===== src/rtl/irq_flag_regs.svh =====
`ifndef IRQ_FLAG_REGS_SVH
`define IRQ_FLAG_REGS_SVH
`define IRQF_REG_W 8
`define IRQF_IDX_W 12
`define IRQF_ADDR_LSB 2
`define IRQF_IDX_LOGIC 12'h711
`define IRQF_IDX_CAPCMP 12'h712
`define IRQF_IDX_MISC 12'h713
`define IRQF_IDX_MEAS 12'h714
`define IRQF_IDX_MASK_LOGIC 12'h720
`define IRQF_IDX_MASK_CAPCMP 12'h721
`define IRQF_IDX_MASK_MISC 12'h722
`define IRQF_IDX_MASK_MEAS 12'h723
`define IRQF_IDX_MODE 12'h724
`define IRQF_LOGIC_IMPL 8'hF7
`define IRQF_CAPCMP_IMPL 8'h0F
`define IRQF_MISC_IMPL 8'h33
`define IRQF_MEAS_IMPL 8'h07
`define IRQF_FLAG_RST 8'h00
`define IRQF_MASK_RST 8'h00
`define IRQF_MODE_RST 8'h00
`define IRQF_LOGIC_CELL_LSB 4
`define IRQF_GATE_LSB 0
`define IRQF_CAPCMP_LSB 0
`define IRQF_NVM_BIT 5
`define IRQF_NCO_BIT 4
`define IRQF_WAVEGEN_LSB 0
`define IRQF_PULSE_BIT 2
`define IRQF_PERIOD_BIT 1
`define IRQF_MEAS_BIT 0
`define IRQF_MODE_W 2
`define AHB_TRANS_NONSEQ 2'h2
`define AHB_TRANS_SEQ 2'h3
`define AHB_SIZE_WORD 3'h2
`define AHB_RESP_OKAY 1'h0
`endif


===== src/rtl/irq_flag_pkg.sv =====
package irq_flag_pkg;
  typedef enum logic [1:0] {CCP_OFF, CCP_CAPTURE, CCP_COMPARE, CCP_PWM} ccp_mode_t;
  typedef enum logic [1:0] {EVT_PULSE, EVT_RISE, EVT_FALL} edge_kind_t;
  typedef enum logic [3:0] {
    SEL_NONE, SEL_LOGIC, SEL_CAPCMP, SEL_MISC, SEL_MEAS, SEL_MASK_LOGIC,
    SEL_MASK_CAPCMP, SEL_MASK_MISC, SEL_MASK_MEAS, SEL_MODE
  } reg_sel_t;
endpackage


===== src/rtl/event_edge_detect.sv =====
`timescale 1ns/100ps
`default_nettype none
module event_edge_detect #(
  parameter int W = 1,
  parameter irq_flag_pkg::edge_kind_t KIND = irq_flag_pkg::EVT_PULSE
) (
  input wire logic i_clk,
  input wire logic i_sys_rst,
  input wire logic i_clk_en,
  input wire logic [W-1:0] i_sig,
  output logic [W-1:0] o_event
);
  import irq_flag_pkg::*;
  typedef struct packed {
    logic [W-1:0] prev;
  } edge_state_t;
  edge_state_t cur;
  edge_state_t next_state;

  always_comb begin
    next_state = cur;
    next_state.prev = i_sig;
  end

  always_ff @(posedge i_clk or posedge i_sys_rst) begin
    if (i_sys_rst) begin
      cur <= '0;
    end else if (i_clk_en) begin
      cur <= next_state;
    end
  end

  // prev resets low: a level already high at reset counts as a rise
  for (genvar i = 0; i < W; i++) begin : g_bit
    if (KIND == EVT_RISE) begin : g_rise
      assign o_event[i] = i_sig[i] & ~cur.prev[i];
    end else if (KIND == EVT_FALL) begin : g_fall
      assign o_event[i] = ~i_sig[i] & cur.prev[i];
    end else begin : g_pulse
      assign o_event[i] = i_sig[i];
    end
  end
endmodule
`default_nettype wire


===== src/rtl/peripheral_irq_flag_bank.sv =====
`timescale 1ns/100ps
`default_nettype none
`include "irq_flag_regs.svh"
// Overview of operation
// - each logic-cell flag sets on that cell's interrupt condition and holds until cleared.
// - each timer gate flag sets when its gate goes inactive, marking a finished acquisition.
// - a capture/compare unit in capture mode sets its flag on each capture and holds it.
// - a capture/compare unit in compare mode sets its flag on a match and holds it.
// - a capture/compare unit in PWM mode sets its flag on each output trailing edge.
// - the memory-operation flag sets when a requested memory operation completes.
// - the accumulator-oscillator flag sets on every oscillator rollover.
// - each waveform flag sets on entry to shutdown and holds until cleared, even after a return to normal run.
// - the measure timer sets its pulse-width flag on that acquisition and holds it.
// - the measure timer sets its period flag on that acquisition and holds it.
// - the general measure timer flag sets on its event and clears only by a software write.
// - every flag sets on its event whatever the enable bits say.
module peripheral_irq_flag_bank #(
  parameter int ADDR_W = 16,
  parameter int NUM_LOGIC_CELLS = 4,
  parameter int NUM_GATES = 3,
  parameter int NUM_CAPCMP = 4,
  parameter int NUM_WAVEGEN = 2
) (
  input wire logic i_clk,
  input wire logic i_sys_rst,
  input wire logic i_clk_en,
  input wire logic i_hsel,
  input wire logic [ADDR_W-1:0] i_haddr,
  input wire logic [1:0] i_htrans,
  input wire logic i_hwrite,
  input wire logic [2:0] i_hsize,
  input wire logic [31:0] i_hwdata,
  input wire logic i_hready,
  output logic o_hreadyout,
  output logic [31:0] o_hrdata,
  output logic o_hresp,
  output logic o_irq,
  input wire logic [NUM_LOGIC_CELLS-1:0] i_logic_cell_irq,
  input wire logic [NUM_GATES-1:0] i_timer_gate_open,
  input wire logic [NUM_CAPCMP-1:0] i_capcmp_capture,
  input wire logic [NUM_CAPCMP-1:0] i_capcmp_match,
  input wire logic [NUM_CAPCMP-1:0] i_capcmp_pwm_out,
  input wire logic i_memory_op_done,
  input wire logic i_accum_osc_rollover,
  input wire logic [NUM_WAVEGEN-1:0] i_wavegen_shutdown,
  input wire logic i_measure_pulse_width,
  input wire logic i_measure_period,
  input wire logic i_measure_timer_event
);
  import irq_flag_pkg::*;

  ////////////////////////////////////////////////////////////////////////////
  typedef struct packed {
    logic [`IRQF_REG_W-1:0] flag_logic;
    logic [`IRQF_REG_W-1:0] flag_capcmp;
    logic [`IRQF_REG_W-1:0] flag_misc;
    logic [`IRQF_REG_W-1:0] flag_meas;
    logic [`IRQF_REG_W-1:0] mask_logic;
    logic [`IRQF_REG_W-1:0] mask_capcmp;
    logic [`IRQF_REG_W-1:0] mask_misc;
    logic [`IRQF_REG_W-1:0] mask_meas;
    logic [`IRQF_REG_W-1:0] mode;
    reg_sel_t wsel;
    logic [31:0] rdata;
    logic ready;
    logic resp;
    logic irq;
  } state_t;

  localparam state_t RST_STATE = '{
    flag_logic: `IRQF_FLAG_RST,
    flag_capcmp: `IRQF_FLAG_RST,
    flag_misc: `IRQF_FLAG_RST,
    flag_meas: `IRQF_FLAG_RST,
    mask_logic: `IRQF_MASK_RST,
    mask_capcmp: `IRQF_MASK_RST,
    mask_misc: `IRQF_MASK_RST,
    mask_meas: `IRQF_MASK_RST,
    mode: `IRQF_MODE_RST,
    wsel: SEL_NONE,
    rdata: 32'h0000_0000,
    ready: 1'h1,
    resp: `AHB_RESP_OKAY,
    irq: 1'h0
  };

  state_t cur;
  state_t next_state;
  logic [`IRQF_REG_W-1:0] set_logic;
  logic [`IRQF_REG_W-1:0] set_capcmp;
  logic [`IRQF_REG_W-1:0] set_misc;
  logic [`IRQF_REG_W-1:0] set_meas;
  logic [`IRQF_REG_W-1:0] clr_logic;
  logic [`IRQF_REG_W-1:0] clr_capcmp;
  logic [`IRQF_REG_W-1:0] clr_misc;
  logic [`IRQF_REG_W-1:0] clr_meas;
  logic [`IRQF_REG_W-1:0] wdata;
  logic [NUM_CAPCMP-1:0] ccp_evt;
  logic [NUM_CAPCMP-1:0] pwm_fall;
  logic [NUM_GATES-1:0] gate_fall;
  logic [NUM_WAVEGEN-1:0] wavegen_rise;
  logic [`IRQF_IDX_W-1:0] idx;
  logic hit;
  logic take;
  reg_sel_t sel;

  ////////////////////////////////////////////////////////////////////////////
  function automatic reg_sel_t decode(input logic [`IRQF_IDX_W-1:0] a);
    case (a)
      `IRQF_IDX_LOGIC: decode = SEL_LOGIC;
      `IRQF_IDX_CAPCMP: decode = SEL_CAPCMP;
      `IRQF_IDX_MISC: decode = SEL_MISC;
      `IRQF_IDX_MEAS: decode = SEL_MEAS;
      `IRQF_IDX_MASK_LOGIC: decode = SEL_MASK_LOGIC;
      `IRQF_IDX_MASK_CAPCMP: decode = SEL_MASK_CAPCMP;
      `IRQF_IDX_MASK_MISC: decode = SEL_MASK_MISC;
      `IRQF_IDX_MASK_MEAS: decode = SEL_MASK_MEAS;
      `IRQF_IDX_MODE: decode = SEL_MODE;
      default: decode = SEL_NONE;
    endcase
  endfunction

  // unmapped and reserved read as zero
  function automatic logic [`IRQF_REG_W-1:0] read_mux(input reg_sel_t s, input state_t st);
    case (s)
      SEL_LOGIC: read_mux = st.flag_logic;
      SEL_CAPCMP: read_mux = st.flag_capcmp;
      SEL_MISC: read_mux = st.flag_misc;
      SEL_MEAS: read_mux = st.flag_meas;
      SEL_MASK_LOGIC: read_mux = st.mask_logic;
      SEL_MASK_CAPCMP: read_mux = st.mask_capcmp;
      SEL_MASK_MISC: read_mux = st.mask_misc;
      SEL_MASK_MEAS: read_mux = st.mask_meas;
      SEL_MODE: read_mux = st.mode;
      default: read_mux = `IRQF_FLAG_RST;
    endcase
  endfunction

  ////////////////////////////////////////////////////////////////////////////
  event_edge_detect #(
    .W(NUM_CAPCMP + NUM_GATES),
    .KIND(EVT_FALL)
  ) u_fall_detect (
    .i_clk(i_clk),
    .i_sys_rst(i_sys_rst),
    .i_clk_en(i_clk_en),
    .i_sig({i_capcmp_pwm_out, i_timer_gate_open}),
    .o_event({pwm_fall, gate_fall})
  );

  event_edge_detect #(
    .W(NUM_WAVEGEN),
    .KIND(EVT_RISE)
  ) u_rise_detect (
    .i_clk(i_clk),
    .i_sys_rst(i_sys_rst),
    .i_clk_en(i_clk_en),
    .i_sig(i_wavegen_shutdown),
    .o_event(wavegen_rise)
  );

  // each unit's mode picks which of its three events reaches the flag
  for (genvar u = 0; u < NUM_CAPCMP; u++) begin : g_capcmp
    ccp_mode_t m;
    assign m = ccp_mode_t'(cur.mode[u*`IRQF_MODE_W +: `IRQF_MODE_W]);
    assign ccp_evt[u] = ((m == CCP_CAPTURE) & i_capcmp_capture[u])
                      | ((m == CCP_COMPARE) & i_capcmp_match[u])
                      | ((m == CCP_PWM) & pwm_fall[u]);
  end

  ////////////////////////////////////////////////////////////////////////////
  assign idx = i_haddr[`IRQF_IDX_W+`IRQF_ADDR_LSB-1:`IRQF_ADDR_LSB];
  assign hit = ((i_haddr >> (`IRQF_IDX_W + `IRQF_ADDR_LSB)) == '0)
            && (i_haddr[`IRQF_ADDR_LSB-1:0] == '0);
  assign take = i_hsel && i_hready && i_hsize == `AHB_SIZE_WORD
             && (i_htrans == `AHB_TRANS_NONSEQ || i_htrans == `AHB_TRANS_SEQ);
  assign sel = hit ? decode(idx) : SEL_NONE;
  assign wdata = i_hwdata[`IRQF_REG_W-1:0];

  always_comb begin
    next_state = cur;
    set_logic = '0;
    set_capcmp = '0;
    set_misc = '0;
    set_meas = '0;
    // enables play no part in setting
    set_logic[`IRQF_LOGIC_CELL_LSB +: NUM_LOGIC_CELLS] = i_logic_cell_irq;
    set_logic[`IRQF_GATE_LSB +: NUM_GATES] = gate_fall;
    set_capcmp[`IRQF_CAPCMP_LSB +: NUM_CAPCMP] = ccp_evt;
    set_misc[`IRQF_NVM_BIT] = i_memory_op_done;
    set_misc[`IRQF_NCO_BIT] = i_accum_osc_rollover;
    set_misc[`IRQF_WAVEGEN_LSB +: NUM_WAVEGEN] = wavegen_rise;
    set_meas[`IRQF_PULSE_BIT] = i_measure_pulse_width;
    set_meas[`IRQF_PERIOD_BIT] = i_measure_period;
    set_meas[`IRQF_MEAS_BIT] = i_measure_timer_event;
    // write-one-to-clear in the data phase
    clr_logic = (cur.wsel == SEL_LOGIC) ? wdata : '0;
    clr_capcmp = (cur.wsel == SEL_CAPCMP) ? wdata : '0;
    clr_misc = (cur.wsel == SEL_MISC) ? wdata : '0;
    clr_meas = (cur.wsel == SEL_MEAS) ? wdata : '0;
    // set after clear so a same-cycle event survives
    next_state.flag_logic = ((cur.flag_logic & ~clr_logic) | set_logic)
                          & `IRQF_LOGIC_IMPL;
    next_state.flag_capcmp = ((cur.flag_capcmp & ~clr_capcmp) | set_capcmp)
                           & `IRQF_CAPCMP_IMPL;
    next_state.flag_misc = ((cur.flag_misc & ~clr_misc) | set_misc)
                         & `IRQF_MISC_IMPL;
    next_state.flag_meas = ((cur.flag_meas & ~clr_meas) | set_meas)
                         & `IRQF_MEAS_IMPL;
    case (cur.wsel)
      SEL_MASK_LOGIC: next_state.mask_logic = wdata & `IRQF_LOGIC_IMPL;
      SEL_MASK_CAPCMP: next_state.mask_capcmp = wdata & `IRQF_CAPCMP_IMPL;
      SEL_MASK_MISC: next_state.mask_misc = wdata & `IRQF_MISC_IMPL;
      SEL_MASK_MEAS: next_state.mask_meas = wdata & `IRQF_MEAS_IMPL;
      SEL_MODE: next_state.mode = wdata;
      default: next_state.mode = cur.mode;
    endcase
    // read data is taken from the updated copy so a read right after a
    // write already sees that write, with no wait state
    next_state.wsel = (take && i_hwrite) ? sel : SEL_NONE;
    next_state.rdata = 32'h0000_0000;
    if (take && !i_hwrite) begin
      next_state.rdata[`IRQF_REG_W-1:0] = read_mux(sel, next_state);
    end
    next_state.ready = 1'h1;
    next_state.resp = `AHB_RESP_OKAY;
    next_state.irq = |{next_state.flag_logic & next_state.mask_logic,
                       next_state.flag_capcmp & next_state.mask_capcmp,
                       next_state.flag_misc & next_state.mask_misc,
                       next_state.flag_meas & next_state.mask_meas};
  end

  // clock enable low freezes everything, the bus answer included
  always_ff @(posedge i_clk or posedge i_sys_rst) begin
    if (i_sys_rst) begin
      cur <= RST_STATE;
    end else if (i_clk_en) begin
      cur <= next_state;
    end
  end

  assign o_hreadyout = cur.ready;
  assign o_hrdata = cur.rdata;
  assign o_hresp = cur.resp;
  assign o_irq = cur.irq;
endmodule
`default_nettype wire


===== config.mk =====
export PLATFORM = sky130hd
export DESIGN_NAME = peripheral_irq_flag_bank
export DESIGN_NICKNAME = d
export VERILOG_FILES = /design/src/rtl/irq_flag_pkg.sv /design/src/rtl/event_edge_detect.sv /design/src/rtl/peripheral_irq_flag_bank.sv
export VERILOG_INCLUDE_DIRS = /design/src /design/src/rtl
export SDC_FILE = /design/constraint.sdc
export NUM_CORES = 1
export LEC_CHECK = 0
export BUFFER_PORTS_ARGS = -buffer_cell sky130_fd_sc_hd__buf_2
export CORE_ASPECT_RATIO = 1.75
export CORE_MARGIN = 10
export CORE_UTILIZATION = 54
export CTS_BUF_LIST = sky130_fd_sc_hd__clkbuf_16
export DETAILED_ROUTE_END_ITERATION = 10
export HOLD_SLACK_MARGIN = 0.15
export PLACE_DENSITY = 0.9
export SLEW_MARGIN = 40
export SYNTH_ARGS = -nofsm -noshare
export SYNTH_HDL_FRONTEND = slang
export SYNTH_SLANG_ARGS = --single-unit

===== constraint.sdc =====
create_clock -name i_clk -period 2.9 [get_ports i_clk]
set_clock_uncertainty 0.05 [all_clocks]
set_input_delay 0.145 -clock i_clk [delete_from_list [all_inputs] [get_ports i_clk]]
set_output_delay 0.145 -clock i_clk [all_outputs]
set_load 0.05 [all_outputs]

==> run_results.csv <==
group,metric,value,unit
status,status,"finished clean",
sta,worst_pin_slew,0.7582,ns
yosys,ys_seq_area_share,40.98,%
yosys,synthMuxAreaShare,14.47,%
detailed_routing,post_drt_wl_per_cell,22.20,µm
grt,grt_pass1_vias,4548,
setup_path,cp_max_fo,11,
yosys,syn_area,0.004885,mm²
clock_network,root_buffer,"clkbuf_16",
power,leakage,2.442,nW
clock_network,clkTransAtPathRegs,0.06,ns
clock_network,cts_sinks,80,
cells_and_area,regArea,0.002002,mm²
yosys,synth-xor-area-share,0,%
cells_and_area,fillers,695,
clock_network,hold_buffers,22,
detailed_routing,firstDrtPassIters,5,
sta,rsz0062_at_grt,"false",
cells_and_area,diodes,0,
clock_network,h-tree-depth,3,
setup_path,start_kind,"register",
setup_path,endpoint_kind,"register",
floorplan,initial_utilization,55.61,%
yosys,yosys_warnings,0,
sta,relSlewSlack,48.74,%
yosys,ys_types,70,
floorplan,core_area,0.008783,mm²
setup_path,r2r-end,"o_hrdata[6]",
yosys,synth_top_family_by_area,"simple AND/OR/NAND/NOR gates",
clock_network,clk_latency,0.34,ns
detailed_routing,viasPerCell,6.122,
yosys,synth_fa_ha_area_share,0,%
worst_hold_path,holdPathEnd,"o_hrdata[2]",
clock_network,post_cts_resized,0,
yosys,syn_avg_cell_area,9.868,µm²
grt,track_usage,23.14,%
detailed_routing,drt_iter0_drc,383,
yosys,ys.flop_type,"dfrtp_1",
sta,period_minus_slack,2.577,ns
placement,gp_congestion,1.012,
placement,io_buffers,68,
detailed_routing,vias,4310,
setup_path,arrival,2.73,ns
clock_network,tritoncts,"yes",
sta,slew_viol_final,0,
sta,hold_viol,0,
sta,fmax,388.0,MHz
yosys,ys_async_sr_fraction,100.0,%
detailed_routing,drt-total-wl,15630,µm
worst_hold_path,hold_path_startpoint,"i_clk_en",
yosys,synth_cells,495,
yosys,synth_compound_area_share,15.14,%
floorplan,die_area,0.01340,mm²
placement,place_ws,0.4460,ns
cells_and_area,syn_to_final_growth,18.24,%
yosys,synth_edf_count,0,
sta,post-route-period-util,88.86,%
yosys,synth_area_leader_cell,"dfrtp_1",
yosys,synth.area.top_cells,"dfrtp_1 41%, mux2_2 8.3%, mux2i_1 5.9%, buf_4 5.7%, a21oi_1 3.6%",
cells_and_area,final_core_util,65.76,%
grt,overflow,0,
clock_network,cts_buffer_depth,2,
grt,antenna_found_initial,0,
setup_path,timing.rr.start,"cur[36]",
placement,hpwl,11790,µm
sta,tns,0,ns
clock_network,post-cts-setup-buffers,0,
cells_and_area,fin_nets,667,
setup_path,r2r_cells,6,
power,power_density,451.3,mW/mm²
floorplan,io_pins,120,
yosys,ys_ff_latch,80,
sta,fin_ws,0.3229,ns
setup_path,crit_required,3.06,ns
worst_hold_path,hold_class,"in2reg",
cells_and_area,drive_above_1_share,26.24,%
setup_path,r2r_slack,0.32,ns
setup_path,path_class,"reg2reg",
clock_network,numCtsBuffers,9,
yosys,synth_simple_gate_area_share,21.00,%
grt,grt_pass1_wl,24540,µm
grt,grt_start_max_net_pins,55,
yosys,synth_top_area_share,40.98,%
sta,setup_viol,0,
floorplan,die_y,145.8,µm
floorplan,fp.dieW,91.90,µm
run,cap_violations,0,
floorplan,num_rows,45,
detailed_routing,ant_nets,0,
worst_hold_path,hold_depth,3,
detailed_routing,drc,0,
cells_and_area,multi_input_area,0.002582,mm²
power,irDropWorstVdd,0.4345,mV
cells in the final DEF (no fill, tap or decap), types with 6 or more instances in the layout:
| cell | synthesis | routed |
|---|---|---|
| dfrtp_1 | 80 | 80 |
| buf_2 | 4 | 68 |
| mux2_2 | 36 | 36 |
| a21oi_1 | 35 | 35 |
| nor2_1 | 34 | 34 |
| mux2i_1 | 29 | 29 |
| nand2_1 | 26 | 26 |
| conb_1 | 2 | 26 |
| dlygate4sd3_1 | 0 | 22 |
| and2_1 | 17 | 17 |
| nand3_1 | 16 | 16 |
| buf_4 | 37 | 16 |
| o22ai_1 | 14 | 14 |
| nand2b_1 | 11 | 11 |
| inv_1 | 9 | 9 |
| clkbuf_16 | 0 | 9 |
| nor3_1 | 8 | 8 |
| nand3b_1 | 7 | 7 |
| a22oi_1 | 7 | 7 |
| nor2b_1 | 6 | 6 |
| a31oi_1 | 6 | 6 |
| o21ai_1 | 6 | 6 |
synthesized netlist by cell type, drive strengths merged, types with 8 or more instances:
master  count
o21ai      11
nand2b     11
nand2      26
clkbuf     11
mux2i      29
dfrtp      80
nand3      16
mux2       37
and2       17
inv        11
nor2       34
a21oi      35
buf        44
o22ai      14
nor3        8
a22oi       8
critical path, stage by stage (launching register included):
cell and delay [ns]:
dfrtp_1 0.55, nor4b_4 0.61, nand2_1 0.10, a21oi_1 0.29, o22ai_1 0.18, a2111oi_0 0.58, o21ai_1 0.10
flip-flops by register name (all words and copies together), names as in the netlist:
signal	flops
o_irq	1
cur	62
u_fall_detect.cur	7
u_rise_detect.cur	2
o_hrdata	8
how the worst max path moves through the flow:
| stage | from | to | slack [ns] | cells after the start |
|---|---|---|---|---|
| floorplan | i_sys_rst | cur[103] | 0.65 | 1 |
| global placement | i_haddr[2] | o_hrdata[2] | 0.38 | 7 |
| detailed placement | cur[36] | o_hrdata[6] | 0.45 | 6 |
| CTS | cur[38] | o_hrdata[7] | 0.39 | 6 |
| global route | cur[36] | o_hrdata[6] | 0.19 | 6 |
| finish | cur[36] | o_hrdata[6] | 0.32 | 6 |
layout make-up:
class	count	area share, %
multi-input combinational	372	44.71
sequential	80	34.66
timing repair buffer	107	12.13
clock buffer	9	3.899
tap	117	2.535
clock inverter	7	1.235
inverter	12	0.8232
logic make-up (layout without fill, tap and decap cells):
logic type / count (synthesis) / in the layout
multiplexers: 66 / 66
buffers and inverters: 67 / 135
flip-flops: 80 / 80
AND/OR/NAND/NOR: 169 / 169
other: 2 / 26
AO/OA/AOI/OAI: 111 / 111
routing by layer:
layer / GRT usage (%) / part of all wire, % / up-vias
li1: - / - / 1945
met1: 23.57 / 35 / 2075
met2: 40.47 / 51 / 226
met3: 5.982 / 7.2 / 64
met4: 14.42 / 6.2 / 0
met5: 0 / 0 / -
power breakdown:
| part | switching, W | internal [W] |
|---|---|---|
| clock network | 0.000466 | 0.000666 |
| logic | 0.000223 | 0.0000971 |
| registers | 0.0000143 | 0.00114 |
| total | 0.000704 | 0.00190 |
through the flow:
step	area, µm²	power (W)	hold slack [ns]	instances
global placement	5251	0.001453	0.2587	666
finish	5776	0.002606	0.1625	704
global route	5776	0.002688	0.1818	704
floorplan	4975	0.001384	0.2160	519
detailed placement	5258	0.001463	0.2722	666
CTS	5774	0.002612	0.1536	704
(Power assumes the default switching activity.)
